`config.mk`:
```
export PLATFORM = sky130hd
export DESIGN_NAME = ppd_port_pins
export DESIGN_NICKNAME = d
export VERILOG_FILES = /design/src/inc/ppd_pkg.sv /design/src/ppd_port_pins.sv /design/src/ppd_select_match.sv
export SDC_FILE = /design/constraint.sdc
export NUM_CORES = 1
export LEC_CHECK = 0
export ABC_AREA = 1
export BUFFER_PORTS_ARGS = -buffer_cell sky130_fd_sc_hd__buf_2
export CAP_MARGIN = 10
export CORE_AREA = 2 2 171 173
export DETAILED_ROUTE_END_ITERATION = 12
export DIE_AREA = 0 0 173 175
export PLACE_DENSITY_LB_ADDON = 0.3
export SLEW_MARGIN = 40
export SYNTH_ARGS = -nofsm -noshare
export SYNTH_HDL_FRONTEND = slang
export SYNTH_SLANG_ARGS = --single-unit
```
`constraint.sdc`:
```
create_clock -name i_clk -period 4.35 [get_ports i_clk]
set_clock_uncertainty 0.15 [all_clocks]
set_input_delay 0.6525 -clock i_clk [delete_from_list [all_inputs] [get_ports i_clk]]
set_output_delay 0.6525 -clock i_clk [all_outputs]
set_load 0.01 [all_outputs]
```
`src/inc/ppd_pkg.sv`:
```
// Constants and state type shared by the port pin direction logic.
package ppd_pkg;

  localparam int unsigned PPD_LINES    = 8;
  localparam int unsigned PPD_ADDR_W   = 20;

  // Bit positions of the mixed port.
  localparam int unsigned PPD_BIT_RX   = 0;
  localparam int unsigned PPD_BIT_TX   = 1;
  localparam int unsigned PPD_BIT_BCK1 = 2;
  localparam int unsigned PPD_BIT_INT1 = 3;
  localparam int unsigned PPD_BIT_CTS1 = 4;
  localparam int unsigned PPD_BIT_BCK0 = 5;
  localparam int unsigned PPD_BIT_OD6  = 6;
  localparam int unsigned PPD_BIT_OD7  = 7;

  // Lines the mixed port only drives, lines it only samples, its open-drain lines and the lines it reads back.
  localparam logic [7:0] PPD_MIX_OUT_ONLY = 8'h0a;
  localparam logic [7:0] PPD_MIX_IN_ONLY  = 8'h34;
  localparam logic [7:0] PPD_MIX_OPEN_DR  = 8'hc0;
  localparam logic [7:0] PPD_MIX_READABLE = 8'hf5;

  // Values after reset.
  localparam logic [7:0] PPD_RST_OUT_PIN  = 8'hff;
  localparam logic [7:0] PPD_RST_MIX_OUT  = 8'hff;
  localparam logic [7:0] PPD_RST_MIX_OE   = 8'h00;
  localparam logic [7:0] PPD_RST_MIX_IN   = 8'h00;
  localparam logic       PPD_RST_RX       = 1'h1;
  localparam logic       PPD_RST_CTS_N    = 1'h1;
  localparam logic       PPD_RST_BCLK     = 1'h0;

  typedef struct packed {
    logic [7:0] out_pin;
    logic [7:0] mix_out;
    logic [7:0] mix_oe;
    logic [7:0] mix_in;
    logic       serial_rx;
    logic       serial_serial_one_baud_clock;
    logic       serial_cts_n;
    logic       serial_serial_zero_baud_clock;
  } ppd_state_t;

endpackage

```
`src/ppd_port_pins.sv`:
```
// Pin logic for the output-only port and the mixed-direction port.
`timescale 1ns/100ps
// Summary of operation
// - Each output port line works alone as a general-purpose output.
// - Select-mode output line goes low during bus cycles inside its programmed range.
// - Mixed bit 0 can be driven as output and sampled as input.
// - Mixed bits 1 and 3 are outputs only, no input path.
// - Mixed bits 2, 4, 5 are inputs only, never driven in port mode.
// - Mixed bits 6, 7 are open drain: pull low or release, sampled.
module ppd_port_pins #(
  parameter int unsigned ADDR_W = 20
) (
  input  wire logic                                   i_clk,
  input  wire logic                                   i_rst_n,
  // Output-only port and its select alternate function.
  input  wire logic [ppd_pkg::PPD_LINES-1:0]          i_out_port_value,
  input  wire logic [ppd_pkg::PPD_LINES-1:0]          i_out_port_sel_mode,
  input  wire logic                                   i_bus_cycle,
  input  wire logic                                   i_bus_is_io,
  input  wire logic [ADDR_W-1:0]                      i_bus_addr,
  input  wire logic [ppd_pkg::PPD_LINES-1:0]          i_sel_enable,
  input  wire logic [ppd_pkg::PPD_LINES-1:0]          i_sel_is_io,
  input  wire logic [ppd_pkg::PPD_LINES-1:0][ADDR_W-1:0] i_sel_start,
  input  wire logic [ppd_pkg::PPD_LINES-1:0][ADDR_W-1:0] i_sel_stop,
  output logic      [ppd_pkg::PPD_LINES-1:0]          o_out_port_pin,
  // Mixed port control from the core.
  input  wire logic [ppd_pkg::PPD_LINES-1:0]          i_mixed_port_value,
  input  wire logic                                   i_mixed_line_zero_drive,
  input  wire logic [5:0]                             i_mixed_periph_mode,
  output logic      [ppd_pkg::PPD_LINES-1:0]          o_mixed_port_read,
  // Mixed port pins, split into level, drive value and drive enable.
  input  wire logic [ppd_pkg::PPD_LINES-1:0]          i_mixed_pin,
  output logic      [ppd_pkg::PPD_LINES-1:0]          o_mixed_pin_out,
  output logic      [ppd_pkg::PPD_LINES-1:0]          o_mixed_pin_oe,
  // Serial unit signals sharing the mixed port.
  input  wire logic                                   i_serial_one_transmit,
  input  wire logic                                   i_serial_one_interrupt,
  output logic                                        o_serial_one_receive,
  output logic                                        o_serial_one_baud_clock,
  output logic                                        o_serial_one_clear_to_send_low,
  output logic                                        o_serial_zero_baud_clock
);
  import ppd_pkg::*;

  // Every output of this module is a field of one registered state word, so each pin
  // changes exactly one clock after the inputs that decide it. Nothing here reaches a
  // pin through a combinational path, which keeps the pin timing the same for every
  // source and keeps glitches from the select decoder off the board.
  //
  // The output-only port has eight lines. Each line chooses on its own between the
  // port value and its generic select. A line in select mode is high while no bus
  // cycle falls in its range, and low for one registered cycle per cycle that does.
  // A disabled select line in select mode simply stays high, so a board that leaves
  // a select unprogrammed never sees a stray low pulse on it.
  //
  // The mixed port is split into four groups by what the pins can physically do.
  // Line 0 is a true input/output line. Its drive is enabled only when the core asks
  // for it and the receive function is not selected; the receive function always
  // turns the driver off so the external transmitter is never fought.
  // Lines 1 and 3 have an output buffer only. Outside reset they are always driven, either with
  // the port value or with the serial transmit and interrupt outputs. Their read
  // back value is forced to zero because there is no input path behind them.
  // Lines 2, 4 and 5 have an input buffer only. Their drive enable is tied off, so
  // no setting of the port value can ever put a level on them.
  // Lines 6 and 7 are open drain. A zero in the port value turns the pull-down on;
  // a one releases the line to its external pull-up. The drive value is held at
  // zero so that an enabled driver can only ever pull low.
  //
  // All readable pin levels are registered once before the core sees them. Inputs
  // are taken as synchronous to the clock, so a single stage is enough here; a pin
  // wired to an asynchronous source needs its own synchroniser outside this block.
  //
  // Serial inputs that share a pin see the pin only while their function is
  // selected. Otherwise they see their idle level: receive and clear to send high,
  // the baud clocks low. This stops a port-mode pin from starting a false frame or
  // a false baud edge in the serial unit when the function is switched on later.
  //
  // Reset puts every output into a safe state. The output port lines go high, which
  // is the inactive level of every select. All mixed drivers are switched off, so
  // nothing is driven until the core has chosen the use of each pin.
  //
  // Hazard: the select decoder compares full addresses against inclusive ranges.
  // Two overlapping ranges will both go low in the same cycle; keeping the ranges
  // apart is up to the software that programs them.
  //
  // Hazard: on line 0 the port driver and an external driver can meet if the core
  // enables the drive while another device is also driving the pin. The block does
  // not detect this; the board must not do it.
  //
  // Limitation: the open-drain lines rise only as fast as their pull-ups allow, so a
  // read straight after a release may still see the old low level.

  ppd_state_t                state;
  ppd_state_t                next_state;
  logic       [PPD_LINES-1:0] sel_hit;

  ppd_select_match #(
    .LINES  (PPD_LINES),
    .ADDR_W (ADDR_W)
  ) u_select_match (
    .i_bus_cycle  (i_bus_cycle),
    .i_bus_is_io  (i_bus_is_io),
    .i_bus_addr   (i_bus_addr),
    .i_sel_enable (i_sel_enable),
    .i_sel_is_io  (i_sel_is_io),
    .i_sel_start  (i_sel_start),
    .i_sel_stop   (i_sel_stop),
    .o_hit        (sel_hit)
  );

  always_comb
  begin
    next_state = state;

    // Output-only port: each line picks its own source.
    for (int i = 0; i < PPD_LINES; i++)
    begin
      if (i_out_port_sel_mode[i])
      begin
        next_state.out_pin[i] = ~sel_hit[i];
      end
      else
      begin
        next_state.out_pin[i] = i_out_port_value[i];
      end
    end

    // Line 0: port I/O under a direction bit, or receive input in peripheral mode.
    next_state.mix_out[PPD_BIT_RX] = i_mixed_port_value[PPD_BIT_RX];
    next_state.mix_oe[PPD_BIT_RX]  = ~i_mixed_periph_mode[PPD_BIT_RX]
                                     & i_mixed_line_zero_drive;

    // Lines 1 and 3: always driven, from port value or peripheral output.
    next_state.mix_out[PPD_BIT_TX]   = i_mixed_periph_mode[PPD_BIT_TX]
                                       ? i_serial_one_transmit
                                       : i_mixed_port_value[PPD_BIT_TX];
    next_state.mix_oe[PPD_BIT_TX]    = 1'b1;
    next_state.mix_out[PPD_BIT_INT1] = i_mixed_periph_mode[PPD_BIT_INT1]
                                       ? i_serial_one_interrupt
                                       : i_mixed_port_value[PPD_BIT_INT1];
    next_state.mix_oe[PPD_BIT_INT1]  = 1'b1;

    // Lines 2, 4 and 5 are never driven.
    next_state.mix_out[PPD_BIT_BCK1] = 1'b0;
    next_state.mix_oe[PPD_BIT_BCK1]  = 1'b0;
    next_state.mix_out[PPD_BIT_CTS1] = 1'b0;
    next_state.mix_oe[PPD_BIT_CTS1]  = 1'b0;
    next_state.mix_out[PPD_BIT_BCK0] = 1'b0;
    next_state.mix_oe[PPD_BIT_BCK0]  = 1'b0;

    // Lines 6 and 7 pull low for a zero and release for a one.
    for (int i = PPD_BIT_OD6; i <= PPD_BIT_OD7; i++)
    begin
      next_state.mix_out[i] = 1'b0;
      next_state.mix_oe[i]  = ~i_mixed_port_value[i];
    end

    // Pin levels read back; output-only lines read as zero.
    next_state.mix_in = i_mixed_pin & PPD_MIX_READABLE;

    // Peripheral inputs see the pin only when selected, else their idle level.
    next_state.serial_rx    = i_mixed_periph_mode[PPD_BIT_RX]
                              ? i_mixed_pin[PPD_BIT_RX] : PPD_RST_RX;
    next_state.serial_serial_one_baud_clock = i_mixed_periph_mode[PPD_BIT_BCK1]
                              ? i_mixed_pin[PPD_BIT_BCK1] : PPD_RST_BCLK;
    next_state.serial_cts_n = i_mixed_periph_mode[PPD_BIT_CTS1]
                              ? i_mixed_pin[PPD_BIT_CTS1] : PPD_RST_CTS_N;
    next_state.serial_serial_zero_baud_clock = i_mixed_periph_mode[PPD_BIT_BCK0]
                              ? i_mixed_pin[PPD_BIT_BCK0] : PPD_RST_BCLK;
  end

  // Reset is synchronous and loads each field with its constant idle value.
  // Between resets the whole state word is taken from the next-state copy.

  always_ff @(posedge i_clk)
  begin
    if (!i_rst_n)
    begin
      state.out_pin      <= PPD_RST_OUT_PIN;
      state.mix_out      <= PPD_RST_MIX_OUT;
      state.mix_oe       <= PPD_RST_MIX_OE;
      state.mix_in       <= PPD_RST_MIX_IN;
      state.serial_rx    <= PPD_RST_RX;
      state.serial_serial_one_baud_clock <= PPD_RST_BCLK;
      state.serial_cts_n <= PPD_RST_CTS_N;
      state.serial_serial_zero_baud_clock <= PPD_RST_BCLK;
    end
    else
    begin
      state <= next_state;
    end
  end

  assign o_out_port_pin                 = state.out_pin;
  assign o_mixed_pin_out                = state.mix_out;
  assign o_mixed_pin_oe                 = state.mix_oe;
  assign o_mixed_port_read              = state.mix_in;
  assign o_serial_one_receive           = state.serial_rx;
  assign o_serial_one_baud_clock        = state.serial_serial_one_baud_clock;
  assign o_serial_one_clear_to_send_low = state.serial_cts_n;
  assign o_serial_zero_baud_clock       = state.serial_serial_zero_baud_clock;

endmodule

```
`src/ppd_select_match.sv`:
```
// Address range decoder for the eight generic select outputs.
`timescale 1ns/100ps
module ppd_select_match #(
  parameter int unsigned LINES  = 8,
  parameter int unsigned ADDR_W = 20
) (
  input  wire logic                           i_bus_cycle,
  input  wire logic                           i_bus_is_io,
  input  wire logic [ADDR_W-1:0]              i_bus_addr,
  input  wire logic [LINES-1:0]               i_sel_enable,
  input  wire logic [LINES-1:0]               i_sel_is_io,
  input  wire logic [LINES-1:0][ADDR_W-1:0]   i_sel_start,
  input  wire logic [LINES-1:0][ADDR_W-1:0]   i_sel_stop,
  output logic      [LINES-1:0]               o_hit
);

  function automatic logic in_range(input logic [ADDR_W-1:0] addr,
                                    input logic [ADDR_W-1:0] lo,
                                    input logic [ADDR_W-1:0] hi);
    in_range = (addr >= lo) && (addr <= hi);
  endfunction

  // A line hits when it is enabled, the cycle is in its space and the address in its range.
  for (genvar g = 0; g < LINES; g++)
  begin : g_hit
    assign o_hit[g] = i_bus_cycle && i_sel_enable[g] && (i_sel_is_io[g] == i_bus_is_io)
                      && in_range(i_bus_addr, i_sel_start[g], i_sel_stop[g]);
  end

endmodule

```
==> implementation parameters <==
Parameter                              Value

Finish
  Final cell utilization of the core ... 44.7%
  Area Growth Syn to Fin ... 26.5%
  Ratio of cells with drive above 1 in the final layout ... a little under a quarter
  Post-layout net count ... around 2.8k

Floorplanning
  Count of standard-cell rows ... 62
  Core area ... 0.0284 mm2
  Effective utilization at floorplan ... a little over a third
  Die Footprint ... 0.0303 mm2
  Height of the chip ... 175 um
  Horizontal die dimension ... 173 um
  Ports ... between 400 and 500

Critical path
  Max stage delay on crit path ... 0.38 ns
  Biggest fanout along the worst timing path ... 16
  Critical Path RT ... 4.41 ns
  Kind of critical path ... input pin to flop
  CP cell instances ... buf_2 -> ha_1 -> nand2_1 -> inv_1 -> nand2_1 -> nand2_1 -> a21oi_1 -> nand4_1 -> nand3_1 -> nand2_1 -> nand2_1
  Worst path most repeated cell ... nand2_1
  Startpoint types ... input pin
  Endpoint kind of the worst setup timing path ... flop
  Critical path's slowest cell ... buf_2
  Data arrival time of the critical path ... about 2.5 ns

Clock network
  Inserted Clock Buffers ... 3
  Max H-tree Level ... 1
  Number of hold buffers added after CTS ... 0
  Number of sinks driven by the clock tree ... 26
  Number of buffers inserted by post-CTS setup repair ... 0
  CTS tree ... built
  Root buf cell ... clkbuf_16
  Clock Pin Slew Worst Setup and Hold Paths ... 0.08 ns
  Post-cts resize count ... 0
  Buffers from clock root to sink, at most ... 2

Synth
  Number of synthesized flops with an enable pin ... 0
  Share of the synthesized netlist area taken by xor and xnor gates ... less than 1%
  Leading area contributor after synthesis ... ha_1
  Top flip-flop cell by instance count after synthesis ... dfxtp_1
  Fraction of the mapped netlist area in compound gates ... 9.29%
  Post-synth top area share ... 39.9%
  Top post-synthesis cells by area ... ha_1 (40%), nand2_1 (17%), inv_1 (17%), a21oi_1 (6.0%), dfxtp_1 (5.2%)
  Mapped Cells ... between 1.5k and 2k
  Basic-gate share of the synthesized area counting and, or, nand and nor cells ... between 20% and 30%
  Most common cell in the netlist ... nand2_1
  Synth Warn # ... 0
  Post-synthesis adder-cell area fraction ... between 30 and 40%
  Post-Synthesis Cell Area ... 0.0100 mm2
  Most numerous cell types in the synthesized netlist ... nand2_1 (466), inv_1 (460), ha_1 (320), nor2_1 (127), a21oi_1 (121)
  Seq cells post-synth ... 26
  Fraction of synthesized area in multiplexers ... 0%
  Avg Cell Area, Syn ... 6.02 um2
  Main combinational cell family by area after synthesis ... adder cells
  Proportion of register bits with asynchronous set or reset after synthesis ... 0%
  Number of unique standard cell types used by synthesis ... 25
  Sequential share of the synthesized area ... 5.19%

STA
  Portion of the clock cycle consumed by the worst path in the final layout ... 55.8%
  Total negative setup slack ... 0 ns
  Highest clock frequency the design can meet ... 412 MHz
  Final setup violation count ... 0
  RSZ-0062 raised after global routing ... no
  Final setup margin ... 1.92 ns
  Transition time at the pin with the least slew margin ... 0.668 ns
  Pins over their slew limit ... 0
  Worst max-slew margin expressed relative to the limit ... 55.4%
  Time the final worst path needs with I/O delays and setup ... 2.43 ns
  Endpoints failing hold ... 0

Routing
  Starting DRT DRC Count ... between 400 and 500
  Drt wl/cell ... 14.0 um
  Initial DRT Pass Iterations ... 5
  Residual DRC count ... 0
  Total routed wirelength ... 34.6 mm
  Via count ... 11.0k
  Antenna-violating nets left ... 0
  Via/cell ratio ... 4.45

Power and ir drop
  Total power consumption of the routed design ... 0.00158 W
  Peak ir drop on the vdd network ... 118 uV
  Leakage component of the power ... between 8 and 9 nW
  Power density over the cells ... 125 mW/mm2

Global routing
  Global-route wire length before repair ... 52.8 mm
  Vias in the first global route ... 10.4k
  Antenna violations before repair ... 13
  Maximum number of pins on one net before global-route repair ... 17
  Total routing resource utilization after global routing ... 22.1%
  Grt total ovfl ... 0

Hold path
  Hold WC Path Type ... input pin to flop
  Depth of the worst hold-timing path ... 2

Place
  Gp weighted congestion ... 0.881
  Post-DP HPWL ... 30.2 mm
  Worst slack at placement ... 1.59 ns
  Buffers on Ports ... approximately 430

Run
  Max Cap Viol ... 0

Outcome
  Run status ... finished clean
==> path summary, 6_finish.rpt <==
kind / start / to / slack [ns]
max: i_bus_addr[19] / o_out_port_pin[7] / 1.92
min: i_mixed_port_value[7] / o_mixed_pin_oe[7] / 0.40
==> metal layers <==
metal / GRT usage [%] / up-vias / part of all wire (%)
li1: - / 5925 / -
met1: 29.2 / 4771 / 47
met2: 37.3 / 292 / 45
met3: 3.09 / 51 / 5.1
met4: 6.36 / 8 / 2.5
met5: 0 / - / 0.12
==> final cells by class <==
type / count / area (um2)
Clock inverter: 1 / 30.0
Tap cell: 384 / 480
Antenna cell: 9 / 22.5
Fill cell: 3107 / 15700
Sequential cell: 26 / 520
Clock buffer: 3 / 75.1
Multi-Input combinational cell: 1170 / 7700
Timing Repair Buffer: 426 / 2130
Inverter: 461 / 1730
==> critical path: cells and delay by family <==
kind	cells	cell delay (ns)
buffers and inverters	2	0.43
adder cells (fa/ha/maj)	1	0.33
AO/OA/AOI/OAI	1	0.31
AND/OR/NAND/NOR	7	0.75
==> placed cells by master (no fill, tap or decap) <==
cell type,count
a21o_1,16
a21oi_1,121
buf_2,426
bufinv_16,1
clkbuf_16,3
conb_1,5
dfxtp_1,26
diode_2,9
ha_1,320
inv_1,459
inv_2,2
nand2_1,466
nand2_2,15
nand3_1,24
nand3b_1,1
nand4_1,8
nor2_1,127
nor2_2,25
nor2_4,7
o211ai_1,7
o21ai_0,11
o21ai_1,6
o21ai_2,1
o21bai_1,8
or2_2,1
xor2_1,1
==> through the flow <==
step / instances / cell area [um2] / hold WS, ns
2_1_floorplan: 1671 / 10000 / 0.530
3_3_place_gp: 2467 / 12600 / 0.677
3_5_place_dp: 2467 / 12600 / 0.681
4_1_cts: 2471 / 12700 / 0.389
5_1_grt: 2478 / 12700 / 0.389
6_report: 2480 / 12700 / 0.398
==> cell families (layout without fill, tap and decap cells) <==
kind of cell	Yosys count	in the layout
AO/OA/AOI/OAI	170	170
XOR/XNOR	1	1
adder cells (fa/ha/maj)	320	320
buffers and inverters	475	891
flip-flops	26	26
other	1	14
AND/OR/NAND/NOR	674	674
==> power breakdown <==
group | internal [W] | switching (W) | leakage [nW]
Sequential | 0.000251 | 0.00000417 | 0.216
Combinational | 0.000445 | 0.000600 | 8.35
Clock | 0.000184 | 0.0000970 | 0.0512
==> flip-flops by register name, summed over array words and instances (netlist names) <==
signal                          flops
o_mixed_pin_out                     4
o_serial_one_baud_clock             1
o_serial_zero_baud_clock            1
o_mixed_pin_oe                      4
o_serial_one_receive                1
o_mixed_port_read                   6
o_out_port_pin                      8
o_serial_one_clear_to_send_low      1
Note: power is estimated with default switching activity, not from simulation.
